[src/core/dct_defs.vh]
`ifndef DCT_DEFS_VH
`define DCT_DEFS_VH

// Register indices; byte address is four times the index
`define DCT_IDX_CTL 8'h88
`define DCT_IDX_MODE 8'h89
`define DCT_IDX_TLA 8'h8a
`define DCT_IDX_TLB 8'h8b
`define DCT_IDX_THA 8'h8c
`define DCT_IDX_THB 8'h8d
`define DCT_IDX_CLKSEL 8'h8e
`define DCT_IDX_IEN 8'ha8
`define DCT_IDX_ICFG 8'he4

// Reset values
`define DCT_RST_CTL 8'h00
`define DCT_RST_MODE 8'h00
`define DCT_RST_CNT 8'h00
`define DCT_RST_CLKSEL 8'h00
`define DCT_RST_IEN 8'h00
`define DCT_RST_ICFG 8'h00

// Clock select fields
`define DCT_CKS_PS 0
`define DCT_CKS_TA 2
`define DCT_CKS_TB 3
`define DCT_CKS_T2L 4
`define DCT_CKS_T2H 5
`define DCT_CKS_T3L 6
`define DCT_CKS_T3H 7

// Control fields
`define DCT_CTL_TFB 7
`define DCT_CTL_TRB 6
`define DCT_CTL_TFA 5
`define DCT_CTL_TRA 4
`define DCT_CTL_IEB 3
`define DCT_CTL_ITB 2
`define DCT_CTL_IEA 1
`define DCT_CTL_ITA 0

// Mode fields
`define DCT_MOD_GATEB 7
`define DCT_MOD_CTB 6
`define DCT_MOD_MDB 4
`define DCT_MOD_GATEA 3
`define DCT_MOD_CTA 2
`define DCT_MOD_MDA 0

// Enable and polarity fields
`define DCT_IEN_TA 1
`define DCT_IEN_TB 3
`define DCT_ICFG_PLA 3
`define DCT_ICFG_PLB 7

// Operating modes
`define DCT_MODE_13 2'h0
`define DCT_MODE_16 2'h1
`define DCT_MODE_RLD 2'h2
`define DCT_MODE_SPLIT 2'h3

// Prescale codes and divide ratios
`define DCT_PS_A 2'h0
`define DCT_PS_B 2'h1
`define DCT_PS_C 2'h2
`define DCT_PS_EXT 2'h3
`define DCT_DIV_A 6'h0c
`define DCT_DIV_B 6'h04
`define DCT_DIV_C 6'h30
`define DCT_DIV_EXT 6'h08

`endif

[src/core/dct_sync.v]
`timescale 1ns/1ps
`default_nettype none
module dct_sync #(
   parameter W = 5
) (
   input wire ref_clk, // System clock
   input wire rst_b, // Async reset, active low
   input wire [W-1:0] din, // Raw pin levels
   output wire [W-1:0] dout, // Synchronised levels
   output wire [W-1:0] fall // One-cycle falling-edge pulses
);
   reg [W-1:0] meta_ff;
   reg [W-1:0] sync_ff;
   reg [W-1:0] prev_ff;

   // Two stages, then edge detect on the clean sample
   always @(posedge ref_clk or negedge rst_b)
   begin
      if (!rst_b)
      begin
         meta_ff <= {W{1'b0}};
         sync_ff <= {W{1'b0}};
         prev_ff <= {W{1'b0}};
      end
      else
      begin
         meta_ff <= din;
         sync_ff <= meta_ff;
         prev_ff <= sync_ff;
      end
   end

   assign dout = sync_ff;
   assign fall = prev_ff & ~sync_ff;
endmodule
`default_nettype wire

[src/core/dct_prescale.v]
`timescale 1ns/1ps
`default_nettype none
`include "dct_defs.vh"
module dct_prescale #(
   parameter [5:0] DIV_A = `DCT_DIV_A,
   parameter [5:0] DIV_B = `DCT_DIV_B,
   parameter [5:0] DIV_C = `DCT_DIV_C,
   parameter [5:0] DIV_EXT = `DCT_DIV_EXT
) (
   input wire ref_clk, // System clock
   input wire rst_b, // Async reset, active low
   input wire [1:0] prescale_select, // Divide choice
   input wire ext_fall, // One pulse per external clock period
   output reg tick_ff // One-cycle prescaled enable
);
   reg [5:0] cnt_a_ff;
   reg [5:0] cnt_b_ff;
   reg [5:0] cnt_c_ff;
   reg [5:0] cnt_e_ff;
   reg nxt_tick;
   wire end_a = (cnt_a_ff == DIV_A - 6'h01);
   wire end_b = (cnt_b_ff == DIV_B - 6'h01);
   wire end_c = (cnt_c_ff == DIV_C - 6'h01);
   wire end_e = ext_fall && (cnt_e_ff == DIV_EXT - 6'h01);

   always @*
   begin
      case (prescale_select)
         `DCT_PS_A: nxt_tick = end_a;
         `DCT_PS_B: nxt_tick = end_b;
         `DCT_PS_C: nxt_tick = end_c;
         default: nxt_tick = end_e;
      endcase
   end

   // Free-running dividers giving enable pulses, not clocks
   always @(posedge ref_clk or negedge rst_b)
   begin
      if (!rst_b)
      begin
         cnt_a_ff <= 6'h00;
         cnt_b_ff <= 6'h00;
         cnt_c_ff <= 6'h00;
         cnt_e_ff <= 6'h00;
         tick_ff <= 1'b0;
      end
      else
      begin
         cnt_a_ff <= end_a ? 6'h00 : cnt_a_ff + 6'h01;
         cnt_b_ff <= end_b ? 6'h00 : cnt_b_ff + 6'h01;
         cnt_c_ff <= end_c ? 6'h00 : cnt_c_ff + 6'h01;
         if (ext_fall)
         begin
            cnt_e_ff <= end_e ? 6'h00 : cnt_e_ff + 6'h01;
         end
         tick_ff <= nxt_tick;
      end
   end
endmodule
`default_nettype wire

[src/core/dct_timer.v]
// Added by the designer: register access over Wishbone.
`timescale 1ns/1ps
`default_nettype none
`include "dct_defs.vh"
module dct_timer (
   input wire ref_clk, // System clock, 125 MHz
   input wire rst_b, // Async reset, active low
   input wire wb_cyc_i, // Wishbone cycle
   input wire wb_stb_i, // Wishbone strobe
   input wire wb_we_i, // Wishbone write
   input wire [9:0] wb_adr_i, // Byte address
   input wire [3:0] wb_sel_i, // Byte lanes
   input wire [31:0] wb_dat_i, // Write data
   output reg [31:0] wb_dat_o, // Read data
   output reg wb_ack_o, // Cycle acknowledge
   input wire timer_a_event_pin, // Timer A event input
   input wire timer_b_event_pin, // Timer B event input
   input wire ext_irq_a_input, // External input A
   input wire ext_irq_b_input, // External input B
   input wire ext_osc_clk, // External oscillator level
   input wire timer_a_irq_ack, // Vector taken for timer A
   input wire timer_b_irq_ack, // Vector taken for timer B
   input wire tmr_two_alt_tick, // Timer two alternate clock enable
   input wire tmr_three_alt_tick, // Timer three alternate clock enable
   output reg timer_a_irq, // Timer A request
   output reg timer_b_irq, // Timer B request
   output reg timer_a_ovf_pulse, // Timer A overflow event
   output reg timer_b_ovf_pulse, // Timer B overflow event
   output reg tmr_two_low_tick, // Timer two low byte clock enable
   output reg tmr_two_high_tick, // Timer two high byte clock enable
   output reg tmr_three_low_tick, // Timer three low byte clock enable
   output reg tmr_three_high_tick // Timer three high byte clock enable
);
   // ------------------------------------------------------------
   // Functions
   // ------------------------------------------------------------
   // Returns {overflow, high, low} after one increment
   function [16:0] dct_step;
      input [1:0] md;
      input [7:0] lo;
      input [7:0] hi;
      reg [13:0] s13;
      reg [16:0] s16;
      reg [8:0] s8;
      begin
         s13 = {1'b0, hi, lo[4:0]} + 14'h0001;
         s16 = {1'b0, hi, lo} + 17'h00001;
         s8 = {1'b0, lo} + 9'h001;
         case (md)
            `DCT_MODE_13: dct_step = {s13[13], s13[12:5], lo[7:5], s13[4:0]};
            `DCT_MODE_16: dct_step = s16;
            `DCT_MODE_RLD: dct_step = {s8[8], hi, s8[8] ? hi : s8[7:0]};
            default: dct_step = {s8[8], hi, s8[7:0]};
         endcase
      end
   endfunction

   function dct_hit;
      input [7:0] idx;
      input [7:0] code;
      begin
         dct_hit = (idx == code);
      end
   endfunction

   // ------------------------------------------------------------
   // Registers
   // ------------------------------------------------------------
   reg [7:0] timer_clock_select_ff;
   reg [7:0] timer_control_reg_ff;
   reg [7:0] timer_mode_reg_ff;
   reg [7:0] timer_a_low_byte_ff;
   reg [7:0] timer_a_high_byte_ff;
   reg [7:0] timer_b_low_byte_ff;
   reg [7:0] timer_b_high_byte_ff;
   reg [7:0] irq_enable_reg_ff;
   reg [7:0] ext_irq_config_reg_ff;
   reg act_a_prev_ff;
   reg act_b_prev_ff;
   reg [7:0] nxt_ctl;
   reg [7:0] nxt_rd;

   wire [4:0] sync_lvl;
   wire [4:0] sync_fall;
   wire pre_tick;

   // ------------------------------------------------------------
   // Synchronisers and prescaler
   // ------------------------------------------------------------
   dct_sync #(
      .W(5)
   ) u_sync (
      .ref_clk(ref_clk),
      .rst_b(rst_b),
      .din({ext_osc_clk, ext_irq_b_input, ext_irq_a_input,
            timer_b_event_pin, timer_a_event_pin}),
      .dout(sync_lvl),
      .fall(sync_fall)
   );

   dct_prescale u_pre (
      .ref_clk(ref_clk),
      .rst_b(rst_b),
      .prescale_select(timer_clock_select_ff[`DCT_CKS_PS+1:`DCT_CKS_PS]),
      .ext_fall(sync_fall[4]),
      .tick_ff(pre_tick)
   );

   // ------------------------------------------------------------
   // Control decode
   // ------------------------------------------------------------
   wire [1:0] md_a = timer_mode_reg_ff[`DCT_MOD_MDA+1:`DCT_MOD_MDA];
   wire [1:0] md_b = timer_mode_reg_ff[`DCT_MOD_MDB+1:`DCT_MOD_MDB];
   wire gate_a = timer_mode_reg_ff[`DCT_MOD_GATEA];
   wire gate_b = timer_mode_reg_ff[`DCT_MOD_GATEB];
   wire cnt_sel_a = timer_mode_reg_ff[`DCT_MOD_CTA];
   wire cnt_sel_b = timer_mode_reg_ff[`DCT_MOD_CTB];
   wire run_a = timer_control_reg_ff[`DCT_CTL_TRA];
   wire run_b = timer_control_reg_ff[`DCT_CTL_TRB];
   wire split_a = (md_a == `DCT_MODE_SPLIT);

   // Active level of the external inputs follows the polarity bits
   wire act_a = ext_irq_config_reg_ff[`DCT_ICFG_PLA] ? sync_lvl[2] : ~sync_lvl[2];
   wire act_b = ext_irq_config_reg_ff[`DCT_ICFG_PLB] ? sync_lvl[3] : ~sync_lvl[3];

   // Clock enables: system clock is every cycle
   wire tick_a = timer_clock_select_ff[`DCT_CKS_TA] | pre_tick;
   wire tick_b = timer_clock_select_ff[`DCT_CKS_TB] | pre_tick;
   wire ev_a = cnt_sel_a ? sync_fall[0] : tick_a;
   wire ev_b = (cnt_sel_b & ~split_a) ? sync_fall[1] : tick_b;

   // Gating
   wire en_a = run_a & (~gate_a | act_a);
   wire en_b_norm = run_b & (~gate_b | act_b);
   wire en_b = (split_a ? 1'b1 : en_b_norm) & (md_b != `DCT_MODE_SPLIT);

   wire inc_a = en_a & ev_a;
   wire inc_b = en_b & ev_b;
   wire inc_ah = split_a & run_b & tick_a;

   wire [16:0] step_a = dct_step(md_a, timer_a_low_byte_ff, timer_a_high_byte_ff);
   wire [16:0] step_b = dct_step(md_b, timer_b_low_byte_ff, timer_b_high_byte_ff);
   wire [8:0] step_ah = {1'b0, timer_a_high_byte_ff} + 9'h001;

   wire ovf_a = inc_a & step_a[16];
   wire ovf_b = inc_b & step_b[16];
   wire ovf_ah = inc_ah & step_ah[8];
   wire set_tf_a = ovf_a;
   wire set_tf_b = split_a ? ovf_ah : ovf_b;

   // ------------------------------------------------------------
   // Bus decode
   // ------------------------------------------------------------
   wire [7:0] idx = wb_adr_i[9:2];
   wire req = wb_cyc_i & wb_stb_i & ~wb_ack_o;
   wire wr = req & wb_we_i & wb_sel_i[0];
   wire [7:0] wd = wb_dat_i[7:0];
   wire wr_ctl = wr & dct_hit(idx, `DCT_IDX_CTL);
   wire wr_tla = wr & dct_hit(idx, `DCT_IDX_TLA);
   wire wr_tha = wr & dct_hit(idx, `DCT_IDX_THA);
   wire wr_tlb = wr & dct_hit(idx, `DCT_IDX_TLB);
   wire wr_thb = wr & dct_hit(idx, `DCT_IDX_THB);

   // External input flags: edge mode catches the active edge, level mode tracks
   wire ie_a_set = timer_control_reg_ff[`DCT_CTL_ITA] ? (act_a & ~act_a_prev_ff) : act_a;
   wire ie_b_set = timer_control_reg_ff[`DCT_CTL_ITB] ? (act_b & ~act_b_prev_ff) : act_b;

   // ------------------------------------------------------------
   // Control register next value
   // ------------------------------------------------------------
   always @*
   begin
      nxt_ctl = wr_ctl ? wd : timer_control_reg_ff;
      if (timer_a_irq_ack)
      begin
         nxt_ctl[`DCT_CTL_TFA] = 1'b0;
      end
      if (timer_b_irq_ack)
      begin
         nxt_ctl[`DCT_CTL_TFB] = 1'b0;
      end
      if (~timer_control_reg_ff[`DCT_CTL_ITA])
      begin
         nxt_ctl[`DCT_CTL_IEA] = act_a;
      end
      else if (ie_a_set)
      begin
         nxt_ctl[`DCT_CTL_IEA] = 1'b1;
      end
      if (~timer_control_reg_ff[`DCT_CTL_ITB])
      begin
         nxt_ctl[`DCT_CTL_IEB] = act_b;
      end
      else if (ie_b_set)
      begin
         nxt_ctl[`DCT_CTL_IEB] = 1'b1;
      end
      // Hardware set wins over any clear in the same cycle
      if (set_tf_a)
      begin
         nxt_ctl[`DCT_CTL_TFA] = 1'b1;
      end
      if (set_tf_b)
      begin
         nxt_ctl[`DCT_CTL_TFB] = 1'b1;
      end
   end

   // ------------------------------------------------------------
   // Read mux
   // ------------------------------------------------------------
   always @*
   begin
      case (idx)
         `DCT_IDX_CTL: nxt_rd = timer_control_reg_ff;
         `DCT_IDX_MODE: nxt_rd = timer_mode_reg_ff;
         `DCT_IDX_TLA: nxt_rd = timer_a_low_byte_ff;
         `DCT_IDX_THA: nxt_rd = timer_a_high_byte_ff;
         `DCT_IDX_TLB: nxt_rd = timer_b_low_byte_ff;
         `DCT_IDX_THB: nxt_rd = timer_b_high_byte_ff;
         `DCT_IDX_CLKSEL: nxt_rd = timer_clock_select_ff;
         `DCT_IDX_IEN: nxt_rd = irq_enable_reg_ff;
         `DCT_IDX_ICFG: nxt_rd = ext_irq_config_reg_ff;
         default: nxt_rd = 8'h00;
      endcase
   end

   // ------------------------------------------------------------
   // Wishbone slave and configuration registers
   // ------------------------------------------------------------
   always @(posedge ref_clk or negedge rst_b)
   begin
      if (!rst_b)
      begin
         wb_ack_o <= 1'b0;
         wb_dat_o <= 32'h00000000;
         timer_mode_reg_ff <= `DCT_RST_MODE;
         timer_clock_select_ff <= `DCT_RST_CLKSEL;
         irq_enable_reg_ff <= `DCT_RST_IEN;
         ext_irq_config_reg_ff <= `DCT_RST_ICFG;
      end
      else
      begin
         wb_ack_o <= req;
         if (req & ~wb_we_i)
         begin
            wb_dat_o <= {24'h000000, nxt_rd};
         end
         if (wr & dct_hit(idx, `DCT_IDX_MODE))
         begin
            timer_mode_reg_ff <= wd;
         end
         if (wr & dct_hit(idx, `DCT_IDX_CLKSEL))
         begin
            timer_clock_select_ff <= wd;
         end
         if (wr & dct_hit(idx, `DCT_IDX_IEN))
         begin
            irq_enable_reg_ff <= wd;
         end
         if (wr & dct_hit(idx, `DCT_IDX_ICFG))
         begin
            ext_irq_config_reg_ff <= wd;
         end
      end
   end

   // ------------------------------------------------------------
   // Counters and flags
   // ------------------------------------------------------------
   // A software write to a count byte takes precedence over counting
   always @(posedge ref_clk or negedge rst_b)
   begin
      if (!rst_b)
      begin
         timer_control_reg_ff <= `DCT_RST_CTL;
         timer_a_low_byte_ff <= `DCT_RST_CNT;
         timer_a_high_byte_ff <= `DCT_RST_CNT;
         timer_b_low_byte_ff <= `DCT_RST_CNT;
         timer_b_high_byte_ff <= `DCT_RST_CNT;
         act_a_prev_ff <= 1'b0;
         act_b_prev_ff <= 1'b0;
      end
      else
      begin
         timer_control_reg_ff <= nxt_ctl;
         act_a_prev_ff <= act_a;
         act_b_prev_ff <= act_b;
         if (wr_tla)
         begin
            timer_a_low_byte_ff <= wd;
         end
         else if (inc_a)
         begin
            timer_a_low_byte_ff <= step_a[7:0];
         end
         if (wr_tha)
         begin
            timer_a_high_byte_ff <= wd;
         end
         else if (inc_ah)
         begin
            timer_a_high_byte_ff <= step_ah[7:0];
         end
         else if (inc_a & ~split_a)
         begin
            timer_a_high_byte_ff <= step_a[15:8];
         end
         if (wr_tlb)
         begin
            timer_b_low_byte_ff <= wd;
         end
         else if (inc_b)
         begin
            timer_b_low_byte_ff <= step_b[7:0];
         end
         if (wr_thb)
         begin
            timer_b_high_byte_ff <= wd;
         end
         else if (inc_b)
         begin
            timer_b_high_byte_ff <= step_b[15:8];
         end
      end
   end

   // ------------------------------------------------------------
   // Outputs
   // ------------------------------------------------------------
   always @(posedge ref_clk or negedge rst_b)
   begin
      if (!rst_b)
      begin
         timer_a_irq <= 1'b0;
         timer_b_irq <= 1'b0;
         timer_a_ovf_pulse <= 1'b0;
         timer_b_ovf_pulse <= 1'b0;
         tmr_two_low_tick <= 1'b0;
         tmr_two_high_tick <= 1'b0;
         tmr_three_low_tick <= 1'b0;
         tmr_three_high_tick <= 1'b0;
      end
      else
      begin
         timer_a_irq <= nxt_ctl[`DCT_CTL_TFA] & irq_enable_reg_ff[`DCT_IEN_TA];
         timer_b_irq <= nxt_ctl[`DCT_CTL_TFB] & irq_enable_reg_ff[`DCT_IEN_TB];
         timer_a_ovf_pulse <= ovf_a;
         // Timer B overflow stays visible to other users in split mode
         timer_b_ovf_pulse <= ovf_b;
         tmr_two_low_tick <= timer_clock_select_ff[`DCT_CKS_T2L] | tmr_two_alt_tick;
         tmr_two_high_tick <= timer_clock_select_ff[`DCT_CKS_T2H] | tmr_two_alt_tick;
         tmr_three_low_tick <= timer_clock_select_ff[`DCT_CKS_T3L] | tmr_three_alt_tick;
         tmr_three_high_tick <= timer_clock_select_ff[`DCT_CKS_T3H] | tmr_three_alt_tick;
      end
   end
endmodule
`default_nettype wire

[config.mk]
export PLATFORM = sky130hd
export DESIGN_NAME = dct_timer
export DESIGN_NICKNAME = d
export VERILOG_FILES = /design/src/core/dct_sync.v /design/src/core/dct_prescale.v /design/src/core/dct_timer.v
export VERILOG_INCLUDE_DIRS = /design/src /design/src/core
export SDC_FILE = /design/constraint.sdc
export NUM_CORES = 1
export LEC_CHECK = 0
export BUFFER_PORTS_ARGS = -buffer_cell sky130_fd_sc_hd__buf_4
export CORE_UTILIZATION = 45
export CTS_BUF_LIST = sky130_fd_sc_hd__clkbuf_4 sky130_fd_sc_hd__clkbuf_8
export CTS_CLUSTER_SIZE = 24
export DETAILED_ROUTE_END_ITERATION = 8
export PLACE_DENSITY = 0.65
export SLEW_MARGIN = 20
export SYNTH_ARGS = -nofsm -noshare
export SYNTH_HDL_FRONTEND = slang
export SYNTH_SLANG_ARGS = --single-unit
[constraint.sdc]
create_clock -name ref_clk -period 3.2 [get_ports ref_clk]
set_input_delay 0.32 -clock ref_clk [delete_from_list [all_inputs] [get_ports ref_clk]]
set_output_delay 0.32 -clock ref_clk [all_outputs]
set_load 0.05 [all_outputs]
==> results_dict.tcl <==
set metrics [dict create \
    clkLatencyLatePin_ns 0.45 \
    via_per_inst 5.86 \
    tightest_slew_ns 0.958 \
    ys_seq_area_frac 0.447 \
    yosys-top-cells-area "dfrtp_1 (45%), mux2_2 (5.8%), mux2i_1 (4.6%)" \
    setup_tns_ns 0 \
    drv_cap 0 \
    num-fill-cells 1425 \
    grt_pass1_wl_mm 31.9 \
    setup_violations 0 \
    leakagePower_uw 0.00364 \
    clk_pin_slew_ns 0.08 \
    path_common_cell "a21oi_1" \
    dpl_cell_area_sq_mm 0.00767 \
    synth_edf_count 0 \
    reg2reg_from "timer_mode_reg_ff[1]" \
    numCtsBuffers 17 \
    synthCells 759 \
    post-route-period-util 0.837 \
    start_util 0.468 \
    dp.cells 986 \
    p_per_area_mw_per_mm2 438 \
    cp-end-kind "flip-flop" \
    vias 6002 \
    max_stage_delay_ns 0.79 \
    grt_use_total 0.258 \
    status "completed" \
    antenna_left 0 \
    crit_type "flip-flop to flip-flop" \
    cts.path.max_buffers 2 \
    finish.utilization 0.528 \
    hpwlAfterDp_mm 14.6 \
    path_cells "clkinv_1 > a21oi_1 > nor4_1 > a311oi_1 > a21oi_1" \
    path_max_fanout 15 \
    max_slew_margin 0.345 \
    die_w_um 129 \
    internal_power_uw 2560 \
    cts_max_level 4 \
    drt_iter0_markers 541 \
    skew_ns 0.00979 \
    core_sq_mm 0.0154 \
    power.share.switching 0.282 \
    design_area_sq_mm 0.00815 \
    rsz0062_at_grt "false" \
    yosysWarnings 0 \
    crit_slowest_cell "a21oi_1" \
    area_growth_pct 12.8 \
    drive_gt1_frac 0.181 \
    clkPwrFrac 0.402 \
    gp_congestion 0.882 \
    combPwrFrac 0.108 \
    overflow 0 \
    clock-sinks 129 \
    hold_viol 0 \
    synth-async-reset-ratio 1.00 \
    peakVddDrop_v 0.000405 \
    synth_ff_type "dfrtp_1" \
    mostFrequentLayoutCells "dfrtp_1 (129), nand2_1 (79), nor2_1 (63)" \
    num-nets-final 867 \
    fmax_mhz 373 \
    postCtsHoldBufs 6 \
    ios 101 \
    final_max_slew_viol_count 0 \
    cts_resized 0 \
    drc 0 \
    antenna_found_initial 0 \
    min_path_type "input pin to flip-flop" \
    layout_commonest_cell "dfrtp_1" \
    drt-total-wl_mm 20.2 \
    post_cts.repair.setup_buffers 0 \
    critPathLaunchType "flip-flop" \
    p_switching_uw 1010 \
    syn_avg_cell_area_sq_um 9.52 \
    synth.largest_area_cell "dfrtp_1" \
    grt_start_max_net_pins 48 \
    ys_ff_latch 129 \
    netlist.area_leader.share 0.447 \
    final_cells 1024 \
    die_area_sq_mm 0.0166 \
    chipHeight_um 129 \
    antenna_cells 0 \
    cts_root_buf "clkbuf_8" \
    cp-startpoint "timer_mode_reg_ff[1]" \
    syn_area_sq_mm 0.00722 \
    min-delay-start "timer_a_irq_ack" \
    power_frac_seq 0.491 \
    fin_crit_ns 2.68 \
    critPathTopFamily "compound AO/OA/AOI/OAI gates" \
    ys_types 68 \
    crit_arrival_ns 3.00 \
    wl_per_cell_um 19.8 \
    cts_tree "built" \
    drtPass1Iterations 5 \
    std_cell_rows 45 \
    crit_required_ns 3.52 \
    portBuffers 47 \
    grt_pass1_vias 5838 \
    crit_buf_inv 1 \
]
synthesized netlist by cell type, types with 3 or more instances:
| cell type | n |
|---|---|
| a2111oi_0 | 3 |
| a211oi_1 | 5 |
| a21o_1 | 8 |
| a21oi_1 | 33 |
| a22o_1 | 8 |
| a22oi_1 | 3 |
| a31oi_1 | 6 |
| and2_1 | 6 |
| and3_1 | 9 |
| and4_1 | 4 |
| buf_1 | 5 |
| buf_2 | 9 |
| buf_4 | 24 |
| clkbuf_1 | 28 |
| dfrtp_1 | 129 |
| ha_1 | 7 |
| inv_1 | 12 |
| mux2_2 | 37 |
| mux2i_1 | 33 |
| nand2_1 | 79 |
| nand2b_1 | 7 |
| nand3_1 | 32 |
| nand4_1 | 18 |
| nor2_1 | 63 |
| nor2b_1 | 5 |
| nor3_1 | 23 |
| nor4_1 | 6 |
| o2111ai_1 | 3 |
| o211ai_1 | 4 |
| o21a_1 | 3 |
| o21ai_0 | 37 |
| o221a_2 | 3 |
| o221ai_1 | 3 |
| o22ai_1 | 10 |
| o31ai_1 | 5 |
| o32ai_1 | 4 |
| or2_2 | 8 |
| or3_1 | 4 |
| xnor2_1 | 22 |
| xor2_1 | 16 |
final cells by class:
type	instances	area [sq um]	share of cell area
multi-input cells	573	3680	0.451
flip-flops and latches	129	3230	0.396
repair buffers	66	523	0.0642
well taps	211	264	0.0324
clock buffers	19	255	0.0313
clock inverters	13	149	0.0183
inverters	13	48.8	0.00599
per-layer routing:
layer,track usage,up-vias,share of wire,wire length [um]
met5,0,-,0,0
met4,0.109,0,0.030,601
met3,0.0511,36,0.065,1310
met2,0.417,243,0.47,9450
met1,0.339,2953,0.44,8880
li1,-,2770,-,-
through the flow:
step / total power, uW / hold slack, ns / setup WS, ns
final: 3570 / 0.0605 / 0.522
after global routing: 3710 / 0.0571 / 0.381
after CTS: 3600 / 0.0328 / 0.636
after detailed placement: 2160 / 0.336 / 0.641
after global placement: 2140 / 0.333 / 0.659
after floorplan: 2040 / 0.0244 / 0.919
path summary, 6_finish.rpt:
check,to,slack [ns],depth (start not counted)
worst min register to register,u_sync.dout[0],0.35,0
min in group asynchronous,u_sync.meta_ff[4],0.41,2
worst min-delay path,timer_control_reg_ff[5],0.06,2
worst max register to register,timer_a_high_byte_ff[1],0.52,5
worst max-delay path,timer_a_high_byte_ff[1],0.52,5
max in group asynchronous,u_pre.cnt_e_ff[3],2.06,3
power groups by stage:
stage	Sequential (uW)	Combinational, uW	Clock (uW)
6_report	1750	384	1430
5_1_grt	1760	423	1530
4_1_cts	1750	387	1470
3_5_place_dp	1780	380	0
3_3_place_gp	1780	367	0
2_1_floorplan	1770	268	0
kinds of logic (layout without fill, tap and decap cells):
logic type,Yosys count,in the layout,synth area share
AND/OR/NAND/NOR,276,276,0.186
other,1,24,0.000519
multiplexers,71,71,0.107
flip-flops,129,129,0.447
XOR/XNOR,38,38,0.0461
AO/OA/AOI/OAI,157,157,0.145
buffers and inverters,80,111,0.0567
adder cells (fa/ha/maj),7,7,0.0121
Note: power is estimated with default switching activity, not from simulation.
